<file path="src/common/fdc_cmd_regs.vh">
// command encodings, byte counts and result values for the command decoder
`ifndef FDC_CMD_REGS_VH
`define FDC_CMD_REGS_VH
// ----------------------------------------------------------------
// opcodes, full byte or low bits only (upper bits carry per-command flags)
// ----------------------------------------------------------------
`define OP_RELSEEK_LO   5'h0F
`define OP_SEEK         8'h0F
`define OP_SCAN_EQ      5'h11
`define OP_SCAN_HE      5'h1D
`define OP_SCAN_LE      5'h19
`define OP_SENSE_DRV    8'h04
`define OP_SENSE_INT    8'h08
`define OP_SET_TRK_LO   6'h21
`define OP_SPECIFY      8'h03
`define OP_VERIFY       5'h16
`define SET_TRK_B1_HI   5'h06
// ----------------------------------------------------------------
// byte counts and constant results
// ----------------------------------------------------------------
`define LEN_RELSEEK     4'h2
`define LEN_SEEK        4'h3
`define LEN_SEEK_EXT    4'h4
`define LEN_SCAN        4'h9
`define LEN_SENSE_DRV   4'h2
`define LEN_SENSE_INT   4'h1
`define LEN_SET_TRK     4'h3
`define LEN_SPECIFY     4'h3
`define LEN_VERIFY      4'h9
`define ST0_INVALID     8'h80
`define ST0_SEEK_END    8'h20
`define RES_SENSE_INT   3'h2
`define RES_SENSE_EXT   3'h3
`define RES_DISK        3'h7
`define BYTE_IDX_HEAD   4'h1
`define BYTE_IDX_TRK    4'h2
`define BYTE_IDX_MSN    4'h3
`define BYTE_IDX_LAST   4'h8
`endif

</file>
<file path="src/hdl/fdc_cmd_decoder.v">
// floppy command decoder: seek, scan, sense, set track, specify, verify
// ----------------------------------------------------------------
// How it works
// - relative seek: two bytes, steps head in/out by count, no result
// - scan compares host bytes with disk bytes, never stores them
// - seek: opcode, head/drive, new track; steps there, no result
// - fourth seek byte carries track high nibble only when extended
// - sense drive status returns one byte, status register 3
// - sense interrupt returns status 0 then present track
// - third sense interrupt byte is track high nibble when extended
// - set track reads or writes selected present-track byte, one result
// - specify loads step, motor timings and dma bit; no result
// - verify reads sectors and checks them, no data to host
// - verify takes nine bytes; last is count or length by flag
// - one present-track value per drive, read by sense and set track
// - unknown opcode returns single byte 80h, no execution
// ----------------------------------------------------------------
`timescale 1ns/100ps
`include "fdc_cmd_regs.vh"
module fdc_cmd_decoder #(
	parameter TRACK_W = 12
) (
	input  wire       REF_CLK,
	input  wire       RSTN,
	input  wire [7:0] CMD_DATA,
	input  wire       CMD_WRITE,
	input  wire       RES_READ,
	input  wire       EXT_TRACK_RANGE,
	input  wire [7:0] DRIVE_STATUS,
	input  wire       STEP_DONE,
	input  wire       DISK_DONE,
	input  wire       DISK_ERROR,
	input  wire [7:0] DISK_BYTE,
	input  wire       DISK_BYTE_VALID,
	input  wire [7:0] HOST_BYTE,
	output reg        READY,
	output reg        DIR_TO_HOST,
	output reg  [7:0] RES_DATA,
	output reg        BUSY,
	output reg        SEEK_START,
	output reg        SEEK_DIR_IN,
	output reg  [TRACK_W-1:0] SEEK_COUNT,
	output reg  [1:0] DRIVE_SEL,
	output reg        HEAD_SEL,
	output reg        DISK_START,
	output reg        DISK_VERIFY,
	output reg        HOST_BYTE_REQ,
	output reg  [3:0] STEP_RATE,
	output reg  [3:0] MOTOR_OFF,
	output reg  [6:0] MOTOR_ON,
	output reg        NON_DMA,
	output reg        SCAN_MATCH
);
	// ----------------------------------------------------------------
	// state codes and command kinds
	// ----------------------------------------------------------------
	localparam S_IDLE = 3'd0;
	localparam S_CMD  = 3'd1;
	localparam S_SEEK = 3'd2;
	localparam S_DISK = 3'd3;
	localparam S_RES  = 3'd4;
	localparam K_REL  = 4'd0;
	localparam K_SEEK = 4'd1;
	localparam K_SEQ  = 4'd2;
	localparam K_SHE  = 4'd3;
	localparam K_SLE  = 4'd4;
	localparam K_SDRV = 4'd5;
	localparam K_SINT = 4'd6;
	localparam K_STRK = 4'd7;
	localparam K_SPEC = 4'd8;
	localparam K_VER  = 4'd9;
	localparam K_BAD  = 4'd15;

	// opcode classification, used for decode and byte-count lookup
	function [3:0] kind_of;
		input [7:0] op;
		begin
			// bit 6 is the step direction of relative seek only
			if (op[4:0] == `OP_RELSEEK_LO && !op[5] && (op[7] || !op[6]))
				kind_of = op[7] ? K_REL : K_SEEK;
			else if (op[4:0] == `OP_SCAN_EQ)
				kind_of = K_SEQ;
			else if (op[4:0] == `OP_SCAN_HE)
				kind_of = K_SHE;
			else if (op[4:0] == `OP_SCAN_LE)
				kind_of = K_SLE;
			else if (op == `OP_SENSE_DRV)
				kind_of = K_SDRV;
			else if (op == `OP_SENSE_INT)
				kind_of = K_SINT;
			else if (op[5:0] == `OP_SET_TRK_LO && !op[7])
				kind_of = K_STRK;
			else if (op == `OP_SPECIFY)
				kind_of = K_SPEC;
			else if (op[4:0] == `OP_VERIFY)
				kind_of = K_VER;
			else
				kind_of = K_BAD;
		end
	endfunction

	function [3:0] len_of;
		input [3:0] k;
		input       ext;
		begin
			case (k)
				K_REL:  len_of = `LEN_RELSEEK;
				K_SEEK: len_of = ext ? `LEN_SEEK_EXT : `LEN_SEEK;
				K_SEQ, K_SHE, K_SLE: len_of = `LEN_SCAN;
				K_SDRV: len_of = `LEN_SENSE_DRV;
				K_SINT: len_of = `LEN_SENSE_INT;
				K_STRK: len_of = `LEN_SET_TRK;
				K_SPEC: len_of = `LEN_SPECIFY;
				K_VER:  len_of = `LEN_VERIFY;
				default: len_of = 4'h1;
			endcase
		end
	endfunction

	reg [2:0]  state_reg;
	reg [3:0]  kind_reg;
	reg [7:0]  op_reg;
	reg [3:0]  idx_reg;
	reg [3:0]  len_reg;
	reg [7:0]  b1_reg;
	reg [7:0]  b2_reg;
	reg [7:0]  st0_reg;
	reg [7:0]  res_buf [0:6];
	reg [2:0]  res_n_reg;
	reg [2:0]  res_i_reg;
	reg [TRACK_W-1:0] ptr_reg [0:3];
	reg        scan_ok_reg;
	reg        count_mode_reg;
	reg [7:0]  last_reg;
	wire [3:0] kind_now = kind_of(CMD_DATA);
	// two-byte commands end on the head byte, before b1_reg holds it
	wire       head_now = CMD_WRITE && READY && !DIR_TO_HOST &&
		state_reg == S_CMD && idx_reg == `BYTE_IDX_HEAD;
	wire [7:0] hd_byte = head_now ? CMD_DATA : b1_reg;
	wire [1:0] drv = hd_byte[1:0];
	wire [TRACK_W-1:0] cur_ptr = ptr_reg[drv];
	wire [15:0] ptr16 = {{(16-TRACK_W){1'b0}}, cur_ptr};
	// short seek ends on the track byte itself, before b2_reg holds it
	wire [11:0] new_trk = (len_reg == `LEN_SEEK_EXT) ?
		{CMD_DATA[7:4], b2_reg} : {4'h0, CMD_DATA};
	wire       byte_in = CMD_WRITE && READY && !DIR_TO_HOST;
	wire       done_cmd = byte_in && (state_reg == S_IDLE ?
		len_of(kind_now, EXT_TRACK_RANGE) == 4'h1 :
		idx_reg + 4'h1 == len_reg);
	integer    i;

	// ----------------------------------------------------------------
	// main sequencer
	// ----------------------------------------------------------------
	always @(posedge REF_CLK) begin
		if (!RSTN) begin
			state_reg <= S_IDLE;
			kind_reg <= K_BAD;
			op_reg <= 8'h00;
			idx_reg <= 4'h0;
			len_reg <= 4'h0;
			b1_reg <= 8'h00;
			b2_reg <= 8'h00;
			st0_reg <= 8'h00;
			res_n_reg <= 3'h0;
			res_i_reg <= 3'h0;
			scan_ok_reg <= 1'b1;
			count_mode_reg <= 1'b0;
			last_reg <= 8'h00;
			for (i = 0; i < 7; i = i + 1)
				res_buf[i] <= 8'h00;
			for (i = 0; i < 4; i = i + 1)
				ptr_reg[i] <= {TRACK_W{1'b0}};
			READY <= 1'b1;
			DIR_TO_HOST <= 1'b0;
			RES_DATA <= 8'h00;
			BUSY <= 1'b0;
			SEEK_START <= 1'b0;
			SEEK_DIR_IN <= 1'b0;
			SEEK_COUNT <= {TRACK_W{1'b0}};
			DRIVE_SEL <= 2'b00;
			HEAD_SEL <= 1'b0;
			DISK_START <= 1'b0;
			DISK_VERIFY <= 1'b0;
			HOST_BYTE_REQ <= 1'b0;
			STEP_RATE <= 4'h0;
			MOTOR_OFF <= 4'h0;
			MOTOR_ON <= 7'h00;
			NON_DMA <= 1'b0;
			SCAN_MATCH <= 1'b0;
		end else begin
			SEEK_START <= 1'b0;
			DISK_START <= 1'b0;
			case (state_reg)
				S_IDLE: begin
					if (byte_in) begin
						op_reg <= CMD_DATA;
						kind_reg <= kind_now;
						len_reg <= len_of(kind_now, EXT_TRACK_RANGE);
						idx_reg <= 4'h1;
						BUSY <= 1'b1;
						state_reg <= S_CMD;
					end
				end
				S_CMD: begin
					if (byte_in) begin
						idx_reg <= idx_reg + 4'h1;
						if (idx_reg == `BYTE_IDX_HEAD)
							b1_reg <= CMD_DATA;
						if (idx_reg == `BYTE_IDX_TRK)
							b2_reg <= CMD_DATA;
						if (idx_reg == `BYTE_IDX_LAST)
							last_reg <= CMD_DATA;
					end
				end
				S_SEEK: begin
					if (STEP_DONE) begin
						BUSY <= 1'b0;
						st0_reg <= `ST0_SEEK_END | {5'h00, HEAD_SEL,
							DRIVE_SEL};
						READY <= 1'b1;
						state_reg <= S_IDLE;
					end
				end
				S_DISK: begin
					// host byte compared against disk byte; nothing kept
					if (DISK_BYTE_VALID && kind_reg != K_VER) begin
						case (kind_reg)
							K_SEQ: if (DISK_BYTE != HOST_BYTE)
								scan_ok_reg <= 1'b0;
							K_SHE: if (DISK_BYTE < HOST_BYTE)
								scan_ok_reg <= 1'b0;
							default: if (DISK_BYTE > HOST_BYTE)
								scan_ok_reg <= 1'b0;
						endcase
					end
					HOST_BYTE_REQ <= kind_reg != K_VER;
					if (DISK_DONE) begin
						HOST_BYTE_REQ <= 1'b0;
						SCAN_MATCH <= scan_ok_reg && kind_reg != K_VER;
						res_buf[0] <= {1'b0, DISK_ERROR, 3'b000,
							HEAD_SEL, DRIVE_SEL};
						res_buf[1] <= {7'h00, DISK_ERROR};
						res_buf[2] <= {4'h0, scan_ok_reg, 3'b000};
						res_buf[3] <= b2_reg;
						res_buf[4] <= {7'h00, HEAD_SEL};
						res_buf[5] <= op_reg;
						res_buf[6] <= last_reg;
						res_n_reg <= `RES_DISK;
						res_i_reg <= 3'h0;
						state_reg <= S_RES;
					end
				end
				S_RES: begin
					// results leave one at a time; last read frees the port
					RES_DATA <= res_buf[res_i_reg];
					if (RES_READ && READY && DIR_TO_HOST) begin
						if (res_i_reg + 3'h1 == res_n_reg) begin
							DIR_TO_HOST <= 1'b0;
							BUSY <= 1'b0;
							state_reg <= S_IDLE;
						end else begin
							res_i_reg <= res_i_reg + 3'h1;
							RES_DATA <= res_buf[res_i_reg + 3'h1];
						end
					end else
						DIR_TO_HOST <= 1'b1;
				end
				default: state_reg <= S_IDLE;
			endcase

			// ----------------------------------------------------------------
			// command complete: execute (takes effect after last byte)
			// ----------------------------------------------------------------
			if (done_cmd) begin
				res_i_reg <= 3'h0;
				case (state_reg == S_IDLE ? kind_now : kind_reg)
					K_SINT: begin
						res_buf[0] <= st0_reg;
						res_buf[1] <= ptr16[7:0];
						res_buf[2] <= {ptr16[11:8], 4'h0};
						res_n_reg <= EXT_TRACK_RANGE ? `RES_SENSE_EXT :
							`RES_SENSE_INT;
						st0_reg <= `ST0_INVALID;
						state_reg <= S_RES;
					end
					K_BAD: begin
						res_buf[0] <= `ST0_INVALID;
						res_n_reg <= 3'h1;
						state_reg <= S_RES;
					end
					K_SDRV: begin
						res_buf[0] <= DRIVE_STATUS;
						res_n_reg <= 3'h1;
						state_reg <= S_RES;
					end
					K_STRK: begin
						// byte2 bit2 picks high or low track byte
						if (op_reg[6]) begin
							if (b1_reg[2])
								ptr_reg[drv] <= {CMD_DATA, ptr16[7:0]}
									[TRACK_W-1:0];
							else
								ptr_reg[drv] <= {ptr16[15:8], CMD_DATA}
									[TRACK_W-1:0];
							res_buf[0] <= CMD_DATA;
						end else
							res_buf[0] <= b1_reg[2] ? ptr16[15:8] :
								ptr16[7:0];
						res_n_reg <= 3'h1;
						state_reg <= S_RES;
					end
					K_SPEC: begin
						STEP_RATE <= b1_reg[7:4];
						MOTOR_OFF <= b1_reg[3:0];
						MOTOR_ON <= CMD_DATA[7:1];
						NON_DMA <= CMD_DATA[0];
						BUSY <= 1'b0;
						state_reg <= S_IDLE;
					end
					K_REL, K_SEEK: begin
						DRIVE_SEL <= drv;
						HEAD_SEL <= hd_byte[2];
						SEEK_START <= 1'b1;
						READY <= 1'b0;
						state_reg <= S_SEEK;
						if (op_reg[7]) begin
							SEEK_DIR_IN <= op_reg[6];
							SEEK_COUNT <= {{(TRACK_W-8){1'b0}}, CMD_DATA};
							ptr_reg[drv] <= op_reg[6] ?
								cur_ptr + {{(TRACK_W-8){1'b0}}, CMD_DATA} :
								cur_ptr - {{(TRACK_W-8){1'b0}}, CMD_DATA};
						end else begin
							// with extended range the last byte is the msn
							ptr_reg[drv] <= new_trk;
							SEEK_DIR_IN <= new_trk > cur_ptr;
							SEEK_COUNT <= new_trk;
						end
					end
					default: begin
						// scans and verify go to the disk engine
						DRIVE_SEL <= drv;
						HEAD_SEL <= b1_reg[2];
						DISK_START <= 1'b1;
						DISK_VERIFY <= kind_reg == K_VER;
						count_mode_reg <= b1_reg[7];
						scan_ok_reg <= 1'b1;
						last_reg <= CMD_DATA;
						state_reg <= S_DISK;
					end
				endcase
			end
		end
	end
endmodule

</file>
<file path="config.mk">
export PLATFORM = sky130hd
export DESIGN_NAME = fdc_cmd_decoder
export DESIGN_NICKNAME = d
export VERILOG_FILES = /design/src/hdl/fdc_cmd_decoder.v
export VERILOG_INCLUDE_DIRS = /design/src /design/src/common
export SDC_FILE = /design/constraint.sdc
export NUM_CORES = 1
export LEC_CHECK = 0
export ABC_AREA = 1
export BUFFER_PORTS_ARGS = -buffer_cell sky130_fd_sc_hd__buf_4
export CORE_MARGIN = 1.5
export CORE_UTILIZATION = 54
export CTS_BUF_LIST = sky130_fd_sc_hd__clkbuf_2 sky130_fd_sc_hd__clkbuf_4 sky130_fd_sc_hd__clkbuf_8
export DETAILED_ROUTE_END_ITERATION = 7
export MAX_ROUTING_LAYER = met4
export PLACE_DENSITY = 0.73
export REMOVE_ABC_BUFFERS = 1
export SETUP_SLACK_MARGIN = 0.3
export SYNTH_ARGS = -nofsm -noshare
export SYNTH_HDL_FRONTEND = slang
export SYNTH_SLANG_ARGS = --single-unit
export TNS_END_PERCENT = 30
</file>
<file path="constraint.sdc">
create_clock -name REF_CLK -period 9.85 [get_ports REF_CLK]
set_input_delay 1.97 -clock REF_CLK [delete_from_list [all_inputs] [get_ports REF_CLK]]
set_output_delay 1.97 -clock REF_CLK [all_outputs]
set_load 0.01 [all_outputs]
</file>
==> Word level (Yosys, flattened, before mapping) <==
Memories as Yosys holds them, arrays and structs flattened. A register that Yosys moved wholly into a read port is not among the register bits.
Cells that the tools add are included.
{ "totals": {"ff_bits": 110, "latch_bits": 0, "ramBits": 104, "mem_bits_ro": 0, "n_memories": 2} }
{ "op_classes": {"n_addsub": 4, "multipliers": 0, "div": 0, "order_cmp": 3, "n_eq_ne": 51, "shifts": 0, "n_mux": 147, "bitwise_logic": 20, "reduce_logical": 45} }
{ "mem_list": {"columns": ["name", "words", "width", "rd", "rd_ports_with_merged_regs", "wr", "line_no", "text"], "rows": [
  ["res_buf", 7, 8, 2, 1, 7, "fdc_cmd_decoder.v:128", "reg [7:0] res_buf [0:6];"],
  ["ptr_reg", 4, 12, 1, 0, 4, "fdc_cmd_decoder.v:131", "reg [TRACK_W-1:0] ptr_reg [0:3];"]
]} }
{ "op_table": {"columns": ["op", "count"], "rows": [
  ["2-to-1 mux 8 bit", 26],
  ["2-to-1 mux 12 bit", 7],
  ["2-to-1 mux 1 bit", 76],
  ["2-to-1 mux 3 bit", 18],
  ["2-to-1 mux 4 bit", 10],
  ["equality test 4 x 3 -> 1 bit (second input constant)", 7],
  ["equality test 4 bit (second input constant)", 6],
  ["equality test 4 x 2 -> 1 bit (second input constant)", 5],
  ["equality test 5 bit (second input constant)", 4],
  ["OR 1 bit", 17],
  ["equality test 4 x 1 -> 1 bit (second input constant)", 4],
  ["case mux 4 bit (4 select lines)", 1],
  ["AND reduction 2 bit", 8],
  ["!= test 3 bit (second input constant)", 5],
  ["case mux 3 bit (5 select lines)", 1],
  ["adder 12 x 8 -> 12 bit", 1],
  ["greater-than comparator 12 bit", 1],
  ["logical AND 1 bit", 12],
  ["!= test 2 bit (second input constant)", 6],
  ["case mux 3 bit (2 select lines)", 2],
  ["OR reduction 12 bit", 1],
  ["subtractor 12 x 8 -> 12 bit", 1],
  ["case mux 3 bit (3 select lines)", 1],
  ["AND reduction 3 bit", 3],
  ["34 further kinds", 47]
]} }

==> Longest topological paths before layout <==
Gate-level depths: netlist (run 1).
{ "logic_depth": {"word_depth": 24, "mapped_depth": 29, "ltp_nobuf": 28} }

==> Worst setup path before layout (run 1) <==
Ideal clock, no wire load.
{ "synth_timing": {"path_kind": "input to register", "start": "input CMD_WRITE", "end": "memory ptr_reg[2][11] (data pin)", "setup_ns": 0.256, "arrival_ns": 4.835, "required_ns": 9.594, "setup_slack_ns": 4.758, "cell_stages": 26, "n_path_buf": 1, "path_cell_list": "nand3_1 nor2_4 nand3_2 nand2_1 o21ai_4 inv_2 buf_2 nand2_1 a32oi_1 ha_1 inv_1 o21ai_0 a21boi_0 nand2_1 nand2_1 nand2_1 nand2_1 nand2_1 a21oi_1 o21bai_1 nand2_1 nand3_1 nor2_1 nor2_1 nand2_1 nor2_1"} }
{ "synth_rtl": {"columns": ["element", "line_no", "text"], "rows": [
  ["start, declared", "fdc_cmd_decoder.v:26", "input wire CMD_WRITE,"],
  ["end, declared", "fdc_cmd_decoder.v:131", null]
]} }

==> flow_metrics.tcl, run 1 <==
set metrics [dict create \
    largest_register_ffs 48 \
    whs_ps 454 \
    row_count 53 \
    yosysWarnings 0 \
    initial_utilization_pct 55.3 \
    rr_startpoint "READY$_SDFF_PN1_" \
    synth_most_common_cell "nand2_1" \
    synth-main-ff-cell "dfxtp_1" \
    num_io_pins 89 \
    register_area_sq_um 5000 \
    rsz0062_at_grt "false" \
    syn_avg_cell_area_sq_um 7.67 \
    gp_congestion 1.00 \
    worstMarginPinSlew_ps 1220 \
    p_leak_nw 5.71 \
    criticalPathCategory "in -> reg" \
    grt_pass1_wl_um 55100 \
    fin_setup_tns_ps 0 \
    multi_input_area_sq_um 5600 \
    cts_setup_buffers 0 \
    status "finished, final reports clean" \
    drive_gt1_share_pct 14.4 \
    avgViaCountPerCell 5.78 \
    crit_top_cell "nand2_1" \
    grt_usage_pct 32.6 \
    grt_antenna_before_repair 0 \
    yosys.area.top_type_share_pct 22.1 \
    antenna_cells 0 \
    clk_pin_slew_ps 60 \
    grt-ovfl-total 0 \
    wl_per_cell_um 18.6 \
    ant_nets 0 \
    drt_iter0_drc 1063 \
    synth-seq-area-share_pct 42.9 \
    hpwlAfterDp_um 25700 \
    hold_class "reg -> reg" \
    ff2ff_setup_slack_ps 4450 \
    cp.required_ps 10240 \
    drc 0 \
    coreArea_sq_um 21100 \
    setup_viol 0 \
    cts.sinks 207 \
    fin_skew_ps 35.2 \
    wirelength_um 35200 \
    power.density_nw_per_um2 210 \
    min-delay-start "last_reg[3]$_SDFF_PN0_" \
    cp_top_family "compound AO/OA/AOI/OAI gates" \
    crit_arrival_ps 6760 \
    firstDrtPassIters 6 \
    period_share_pct 64.8 \
    port_buffers 88 \
    worst-path-max-fanout 17 \
    period_needed_ps 6380 \
    synth_cells 1520 \
    synth-edff-count 86 \
    startpoint "CMD_WRITE" \
    crit_path_cell_trace "buf_4 -> nand3_1 -> nor2_4 -> nand3_1 -> o21ai_2 -> inv_2 -> o31ai_1 -> inv_1 -> ha_1 -> nand2_1 -> inv_1 -> a221oi_1 -> nand2_1 -> nand2_1 -> nand2_1 -> a21oi_1 -> xnor2_1 -> nand2_1 -> nand3_1 -> nand2_1 -> nor2_1" \
    ctsHoldBuffers 0 \
    slew_violations 0 \
    tritoncts "done" \
    grt_max_degree 46 \
    die_h_um 150 \
    cap_violations 0 \
    clock_latency_ps 550 \
    synthTopCellsByCount "277 x nand2_1, 184 x nor2_1, 168 x inv_1" \
    yosysTopAreaCell "edfxtp_1" \
    syn_to_final_growth_pct 12.8 \
    cts_buffer_depth 3 \
    vias 10900 \
    cts_made_buffers 36 \
    slowest_delay_ps 1080 \
    cts.root.buffer_cell "clkbuf_8" \
    final_util_pct 62.4 \
    endpoint_kind "register" \
    cts_resized 0 \
    fmax_mhz 157 \
    start_kind "input pin" \
    die_w_um 150 \
    synth.distinct_cells 57 \
    cp_slowest_cell "o31ai_1" \
    crit_buf_inv 4 \
    peakVddDrop_mv 0.114 \
    synth_seq_cells 207 \
    synth.area.top_cells "edfxtp_1 22%, dfxtp_1 21%, nand2_1 8.9%" \
    relSlewSlack_pct 17.8 \
    h-tree-depth 2 \
    finalHoldViolCount 0 \
    fin_nets 1672 \
    netlist_area_sq_um 11700 \
    nFillCells 1918 \
    die-area_sq_um 22500 \
    grt_pass1_vias 10200 \
    async_flop_share_pct 0 \
]
## cell usage in the layout (no fill, tap or decap), types with 3 or more instances in the layout
cell / n
edfxtp_1: 86
o21ai_1: 8
clkbuf_8: 42
a22oi_1: 10
clkbuf_4: 10
or2_2: 8
nand2_2: 12
inv_1: 168
nand2_4: 5
nand4_1: 18
ha_1: 40
xnor2_1: 5
nor3_1: 10
xor2_1: 16
clkinv_2: 4
inv_2: 16
dfxtp_1: 121
nand3_1: 101
a31oi_1: 12
o211ai_1: 14
o21ai_0: 134
a21boi_0: 3
o31ai_1: 8
clkinv_1: 11
nand2_1: 277
nor2_1: 184
o221ai_1: 5
nor2_4: 6
a32oi_1: 3
buf_4: 96
nand3_2: 3
nor2_2: 11
a21oi_1: 111
o2111ai_1: 9
a211oi_1: 4
o22ai_1: 13
## area by class of cell
class | count | share of cell area [%]
clock buffer | 52 | 4.97
clock inverter | 12 | 0.742
inverter | 193 | 5.55
multi-input combinational | 1056 | 42.6
sequential | 207 | 38.1
tap | 275 | 2.62
timing repair buffer | 96 | 5.48
## power by group
group          internal, mW  switching (mW)
registers             0.991          0.0653
logic                 0.278           0.618
clock network         0.457           0.358
## per-stage QoR
| stage | total power, mW | setup WS (ps) | std cells | area, sq um |
|---|---|---|---|---|
| after global placement | 1.93 | 3020 | 1827 | 12400 |
| after floorplan | 1.66 | 4560 | 1456 | 11300 |
| after global routing | 2.92 | 3180 | 1891 | 13200 |
| after detailed placement | 1.95 | 3040 | 1827 | 12400 |
| final | 2.77 | 3470 | 1891 | 13200 |
| after CTS | 2.76 | 3600 | 1891 | 13200 |
## worst paths after layout
check                                                    end  cells after the start
worst max register to register  ptr_reg[2][10]$_SDFFCE_PN0P_                     20
worst max-delay path            ptr_reg[2][10]$_SDFFCE_PN0P_                     21
worst min-delay path              res_buf[6][3]$_SDFFE_PN0P_                      2
worst min register to register    res_buf[6][3]$_SDFFE_PN0P_                      2
## layer usage
| layer | vias to the layer above | track usage (%) | routed length (um) |
|---|---|---|---|
| met3 | 87 | 4.76 | 2680 |
| li1 | 5240 | - | - |
| met4 | 0 | 11.3 | 1160 |
| met2 | 467 | 51.1 | 16100 |
| met1 | 5137 | 43.0 | 15300 |
| met5 | - | - | 0 |
## worst reg2reg max path: stages (launching register included)
cell      delay [ps]
dfxtp_1          450
nand3_1          280
nor2_4           300
nand3_1          200
o21ai_2          600
inv_2            330
o31ai_1         1080
inv_1            190
ha_1             400
nand2_1           80
inv_1             50
a221oi_1         260
nand2_1          120
nand2_1           90
nand2_1           60
a21oi_1          150
xnor2_1          160
nand2_1           80
nand3_1           90
nand2_1          130
nor2_1           140
## cell families (layout without fill, tap and decap cells)
| kind of cell | Yosys count | after routing | share of synthesized area, % |
|---|---|---|---|
| AOI/OAI and AO/OA | 347 | 347 | 17.1 |
| buffers and inverters | 257 | 353 | 9.04 |
| muxes | 1 | 1 | 0.0858 |
| and+or+nand+nor | 646 | 646 | 24.8 |
| adders and majority gates | 41 | 41 | 4.46 |
| DFF | 207 | 207 | 42.9 |
| xor gates and xnor gates | 21 | 21 | 1.58 |
(Power assumes the default switching activity.)
==> run 2: changes to the inputs <==
--- a/config.mk
+++ b/config.mk
@@ -13,7 +13,7 @@
 export CTS_BUF_LIST = sky130_fd_sc_hd__clkbuf_2 sky130_fd_sc_hd__clkbuf_4 sky130_fd_sc_hd__clkbuf_8
 export DETAILED_ROUTE_END_ITERATION = 7
 export MAX_ROUTING_LAYER = met4
-export PLACE_DENSITY = 0.73
+export PLACE_DENSITY = 0.76
 export REMOVE_ABC_BUFFERS = 1
 export SETUP_SLACK_MARGIN = 0.3
 export SYNTH_ARGS = -nofsm -noshare
==> constraint.sdc (replaced) <==
create_clock -name REF_CLK -period 5.15 [get_ports REF_CLK]
set_input_delay 1.03 -clock REF_CLK [delete_from_list [all_inputs] [get_ports REF_CLK]]
set_output_delay 1.03 -clock REF_CLK [all_outputs]
set_load 0.01 [all_outputs]
==> flow_metrics.tcl, run 2 (synthesized netlist as in run 1, its figures left out) <==
set metrics [dict create \
    cap_violations 0 \
    clock_latency_ps 550 \
    hpwlAfterDp_um 25700 \
    combPwrFrac_pct 32.5 \
    cp.required_ps 5440 \
    vias 11000 \
    p_clk_share_pct 29.0 \
    worstMarginPinSlew_ps 1080 \
    fin_nets 1689 \
    avgViaCountPerCell 5.79 \
    fin_setup_tns_ps 0 \
    stdcell_area_sq_um 13200 \
    ctsHoldBuffers 0 \
    drc 0 \
    placed_cell_area_sq_um 12500 \
    grt_pass1_wl_um 54500 \
    switchingPower_mw 1.97 \
    period_needed_ps 4250 \
    sw_frac_of_total_pct 37.4 \
    port_buffers 88 \
    cts.sinks 207 \
    grt-ovfl-total 0 \
    p_leak_nw 5.77 \
    row_count 53 \
    start_kind "input pin" \
    criticalPathCategory "in -> reg" \
    initial_utilization_pct 55.3 \
    r2r_end "ptr_reg[0][11]$_SDFFCE_PN0P_" \
    cts_resized 0 \
    setup_viol 0 \
    fin_skew_ps 41.9 \
    cp_slowest_cell "a32oi_1" \
    fmax_mhz 235 \
    dp_slack_ps 433 \
    power.density_nw_per_um2 397 \
    cts.root.buffer_cell "clkbuf_8" \
    slew_violations 0 \
    h-tree-depth 2 \
    grt_usage_pct 32.4 \
    endpoint_kind "register" \
    critPathCapture "ptr_reg[0][11]$_SDFFCE_PN0P_" \
    setup_slack_ps 903 \
    rr_startpoint "READY$_SDFF_PN1_" \
    largest_register_ffs 48 \
    crit_arrival_ps 4530 \
    peakVddDrop_mv 0.234 \
    hold_depth 2 \
    ff2ff_setup_slack_ps 950 \
    rsz0062_at_grt "false" \
    num_io_pins 89 \
    firstDrtPassIters 6 \
    drt_iter0_drc 1181 \
    hold_class "reg -> reg" \
    grt_antenna_before_repair 0 \
    cts_buffer_depth 3 \
    cts_made_buffers 36 \
    finalHoldViolCount 0 \
    grt_pass1_vias 10200 \
    crit_top_cell "nand2_1" \
    whs_ps 464 \
    startpoint "CMD_WRITE" \
    die_h_um 150 \
    wl_per_cell_um 18.5 \
    die_w_um 150 \
    period_share_pct 82.5 \
    cts_setup_buffers 0 \
    die-area_sq_um 22500 \
    final_cell_mix "277 x nand2_1, 184 x nor2_1, 168 x inv_1, 134 x o21ai_0, 121 x dfxtp_1" \
    slowest_delay_ps 330 \
    ant_nets 0 \
    coreArea_sq_um 21100 \
    seq_power_share_pct 38.5 \
    power_mw 5.26 \
    syn_to_final_growth_pct 13.6 \
    tritoncts "done" \
    gp_congestion 1.00 \
    r2r.worst_path.cells 27 \
    clk_pin_slew_ps 60 \
    relSlewSlack_pct 27.7 \
    grt_max_degree 49 \
    layout.cells.most_common "nand2_1" \
    status "finished, final reports clean" \
    internal_power_mw 3.29 \
    wirelength_um 35200 \
    antenna_cells 0 \
    drive_gt1_share_pct 15.1 \
    worst-path-max-fanout 18 \
]
run 2: changes by cell type in the layout (fill, tap and decap cells not counted):
| cell | previous run | this run |
|---|---|---|
| clkinv_4 | 1 | 0 |
| inv_8 | 1 | 0 |
| clkbuf_8 | 42 | 40 |
| buf_4 | 96 | 113 |
| clkinv_1 | 11 | 12 |
| clkbuf_4 | 10 | 11 |
run 2: power groups by stage:
stage | registers [mW] | logic (mW) | clock network, mW
2_1_floorplan | 2.03 | 1.14 | 0
3_3_place_gp | 2.05 | 1.65 | 0
3_5_place_dp | 2.06 | 1.67 | 0
4_1_cts | 2.03 | 1.67 | 1.53
5_1_grt | 2.05 | 1.89 | 1.61
6_report | 2.03 | 1.71 | 1.52
run 2: cell type report:
type / instances / area [sq um]
flip-flops and latches: 207 / 5000
inverters: 193 / 729
fillers: 1883 / 7850
repair buffers: 113 / 848
multi-input cells: 1056 / 5600
clock buffers: 51 / 633
clock inverters: 11 / 81.3
well taps: 275 / 344
run 2: critical path: cells and delay by family:
kind / cells / cell delay [ps]
AND/OR/NAND/NOR: 17 / 1750
adder cells (fa/ha/maj): 1 / 330
buffers and inverters: 4 / 530
AO/OA/AOI/OAI: 6 / 880
run 2: stage by stage:
step	cells	util [%]
floorplan	1456	-
detailed placement	1844	59.4
CTS	1906	62.8
global placement	1844	59.4
global route	1906	62.8
finish	1906	62.8
run 2: worst min path at each step:
stage / slack, ps / from / endpoint
CTS: 460 / st0_reg[5]$_SDFF_PN0_ / st0_reg[5]$_SDFF_PN0_
global route: 470 / st0_reg[5]$_SDFF_PN0_ / st0_reg[5]$_SDFF_PN0_
floorplan: 420 / last_reg[0]$_SDFF_PN0_ / res_buf[6][0]$_SDFFE_PN0P_
global placement: 440 / st0_reg[3]$_SDFF_PN0_ / st0_reg[3]$_SDFF_PN0_
finish: 460 / st0_reg[5]$_SDFF_PN0_ / st0_reg[5]$_SDFF_PN0_
detailed placement: 450 / st0_reg[5]$_SDFF_PN0_ / st0_reg[5]$_SDFF_PN0_
run 2: routing by layer:
layer | up-vias | part of all wire [%] | track usage, %
met5 | - | 0 | -
met2 | 533 | 45 | 49.2
met4 | 0 | 4.3 | 13.8
met1 | 5102 | 43 | 42.6
li1 | 5280 | - | -
met3 | 115 | 8.4 | 5.76
==> run 3: changes to the inputs <==
==> constraint.sdc (replaced) <==
create_clock -name REF_CLK -period 3.85 [get_ports REF_CLK]
set_input_delay 0.77 -clock REF_CLK [delete_from_list [all_inputs] [get_ports REF_CLK]]
set_output_delay 0.77 -clock REF_CLK [all_outputs]
set_load 0.01 [all_outputs]
==> flow_metrics.tcl, run 3 (synthesized netlist as in run 1, its figures left out) <==
set metrics [dict create \
    status "finished, final reports clean" \
    clock_latency_ps 550 \
    slowest_delay_ps 380 \
    nFillCells 1788 \
    period_needed_ps 3520 \
    drt-met1-wl_um 15100 \
    cap_violations 0 \
    grt_usage_pct 33.0 \
    cts.root.buffer_cell "clkbuf_8" \
    drc 0 \
    cp_top_family "simple AND/OR/NAND/NOR gates" \
    gp_congestion 1.01 \
    final_cell_mix "261 x nand2_1, 200 x buf_4, 182 x nor2_1, 162 x inv_1, 133 x o21ai_0" \
    initial_utilization_pct 55.3 \
    hold_class "reg -> reg" \
    grt_max_degree 37 \
    cp.required_ps 4130 \
    layout.cells.most_common "nand2_1" \
    wl_per_cell_um 18.3 \
    fin_skew_ps 28.1 \
    cts_made_buffers 34 \
    dr_wl_met2_um 16700 \
    p_leak_nw 6.28 \
    h-tree-depth 2 \
    cp_slowest_cell "dfxtp_1" \
    grt_antenna_before_repair 0 \
    whs_ps 461 \
    drive_gt1_share_pct 22.7 \
    wirelength_um 36600 \
    clk_pin_slew_ps 70 \
    crit_buf_inv 3 \
    coreArea_sq_um 21100 \
    multi_input_area_sq_um 5820 \
    ctsHoldBuffers 0 \
    grt_pass1_vias 10300 \
    period_share_pct 91.5 \
    ant_nets 0 \
    slew_violations 0 \
    num_io_pins 89 \
    peakVddDrop_mv 0.315 \
    hpwlAfterDp_um 26900 \
    fin_setup_tns_ps 0 \
    worst-path-max-fanout 7 \
    top_layer_used "met4" \
    port_buffers 88 \
    grt-ovfl-total 0 \
    cts.sinks 207 \
    dp_cells 1926 \
    avgViaCountPerCell 5.70 \
    drt_iter0_drc 1229 \
    fin_nets 1783 \
    grt_pass1_wl_um 55400 \
    finalHoldViolCount 0 \
    criticalPathCategory "reg -> reg" \
    die_h_um 150 \
    rsz0062_at_grt "true" \
    setup_viol 0 \
    start_kind "register" \
    placed_cell_area_sq_um 13200 \
    power.density_nw_per_um2 527 \
    tritoncts "done" \
    vias 11400 \
    wl_met3_um 3300 \
    worstMarginPinSlew_ps 1000 \
    die_w_um 150 \
    largest_register_ffs 48 \
    final_cells 2000 \
    firstDrtPassIters 6 \
    cts_buffer_depth 3 \
    relSlewSlack_pct 32.8 \
    die-area_sq_um 22500 \
    crit_arrival_ps 3800 \
    stdcell_area_sq_um 14300 \
    register_area_sq_um 5010 \
    fmax_mhz 284 \
    syn_to_final_growth_pct 22.3 \
    antenna_cells 0 \
    row_count 53 \
    endpoint_kind "register" \
]
run 3: changes by cell type in the layout (fill, tap and decap cells not counted), moves of 6 or more:
cell	before	now
nand3_1	101	94
inv_1	168	162
nand2_1	277	261
nand2_2	12	28
ha_1	40	34
buf_4	113	200
run 3: worst min-delay path, cell delays in order (launching register included):
cell and delay (ps):
dfxtp_1 300, nand2_1 60, a21oi_1 50
run 3: cell type report:
class	count	area share (%)
inverters	193	5.18
clock inverters	7	0.526
multi-input cells	1056	40.8
flip-flops and latches	207	35.2
clock buffers	53	4.41
repair inverters	1	0.0439
repair buffers	208	11.4
well taps	275	2.41
run 3: power breakdown:
part	internal [mW]	switching, mW	leakage, nW
Combinational	1.06	1.74	4.03
Clock	1.12	0.888	0.374
Sequential	2.54	0.166	1.87
run 3: path summary, 6_finish.rpt:
check,startpoint,endpoint,slack (ps),cells after the start
min reg2reg,STEP_RATE[1]$_SDFFE_PN0P_,STEP_RATE[1]$_SDFFE_PN0P_,460,2
max reg2reg,READY$_SDFF_PN1_,ptr_reg[0][11]$_SDFFCE_PN0P_,330,25
max,READY$_SDFF_PN1_,ptr_reg[0][11]$_SDFFCE_PN0P_,330,25
min,STEP_RATE[1]$_SDFFE_PN0P_,STEP_RATE[1]$_SDFFE_PN0P_,460,2
run 3: layer usage:
layer,GRT usage [%],vias up
met5,-,-
met4,14.4,0
met3,6.04,116
met2,50.3,600
met1,43.0,5218
li1,-,5466
run 3: metrics by stage:
stage	util, %	power (mW)	setup slack, ps
finish	67.6	7.51	328
CTS	66.4	7.31	301
global placement	62.6	5.24	-138
detailed placement	62.6	5.28	-225
global route	67.6	7.88	144
floorplan	-	4.25	-242
run 3: what timing repair did:
item                       CTS  global route
buffers inserted             4             9
gates cloned                 0             1
resized for setup           21            49
hold endpoints to repair     0             0
setup endpoints to repair   20            37
pin swaps                    3            25
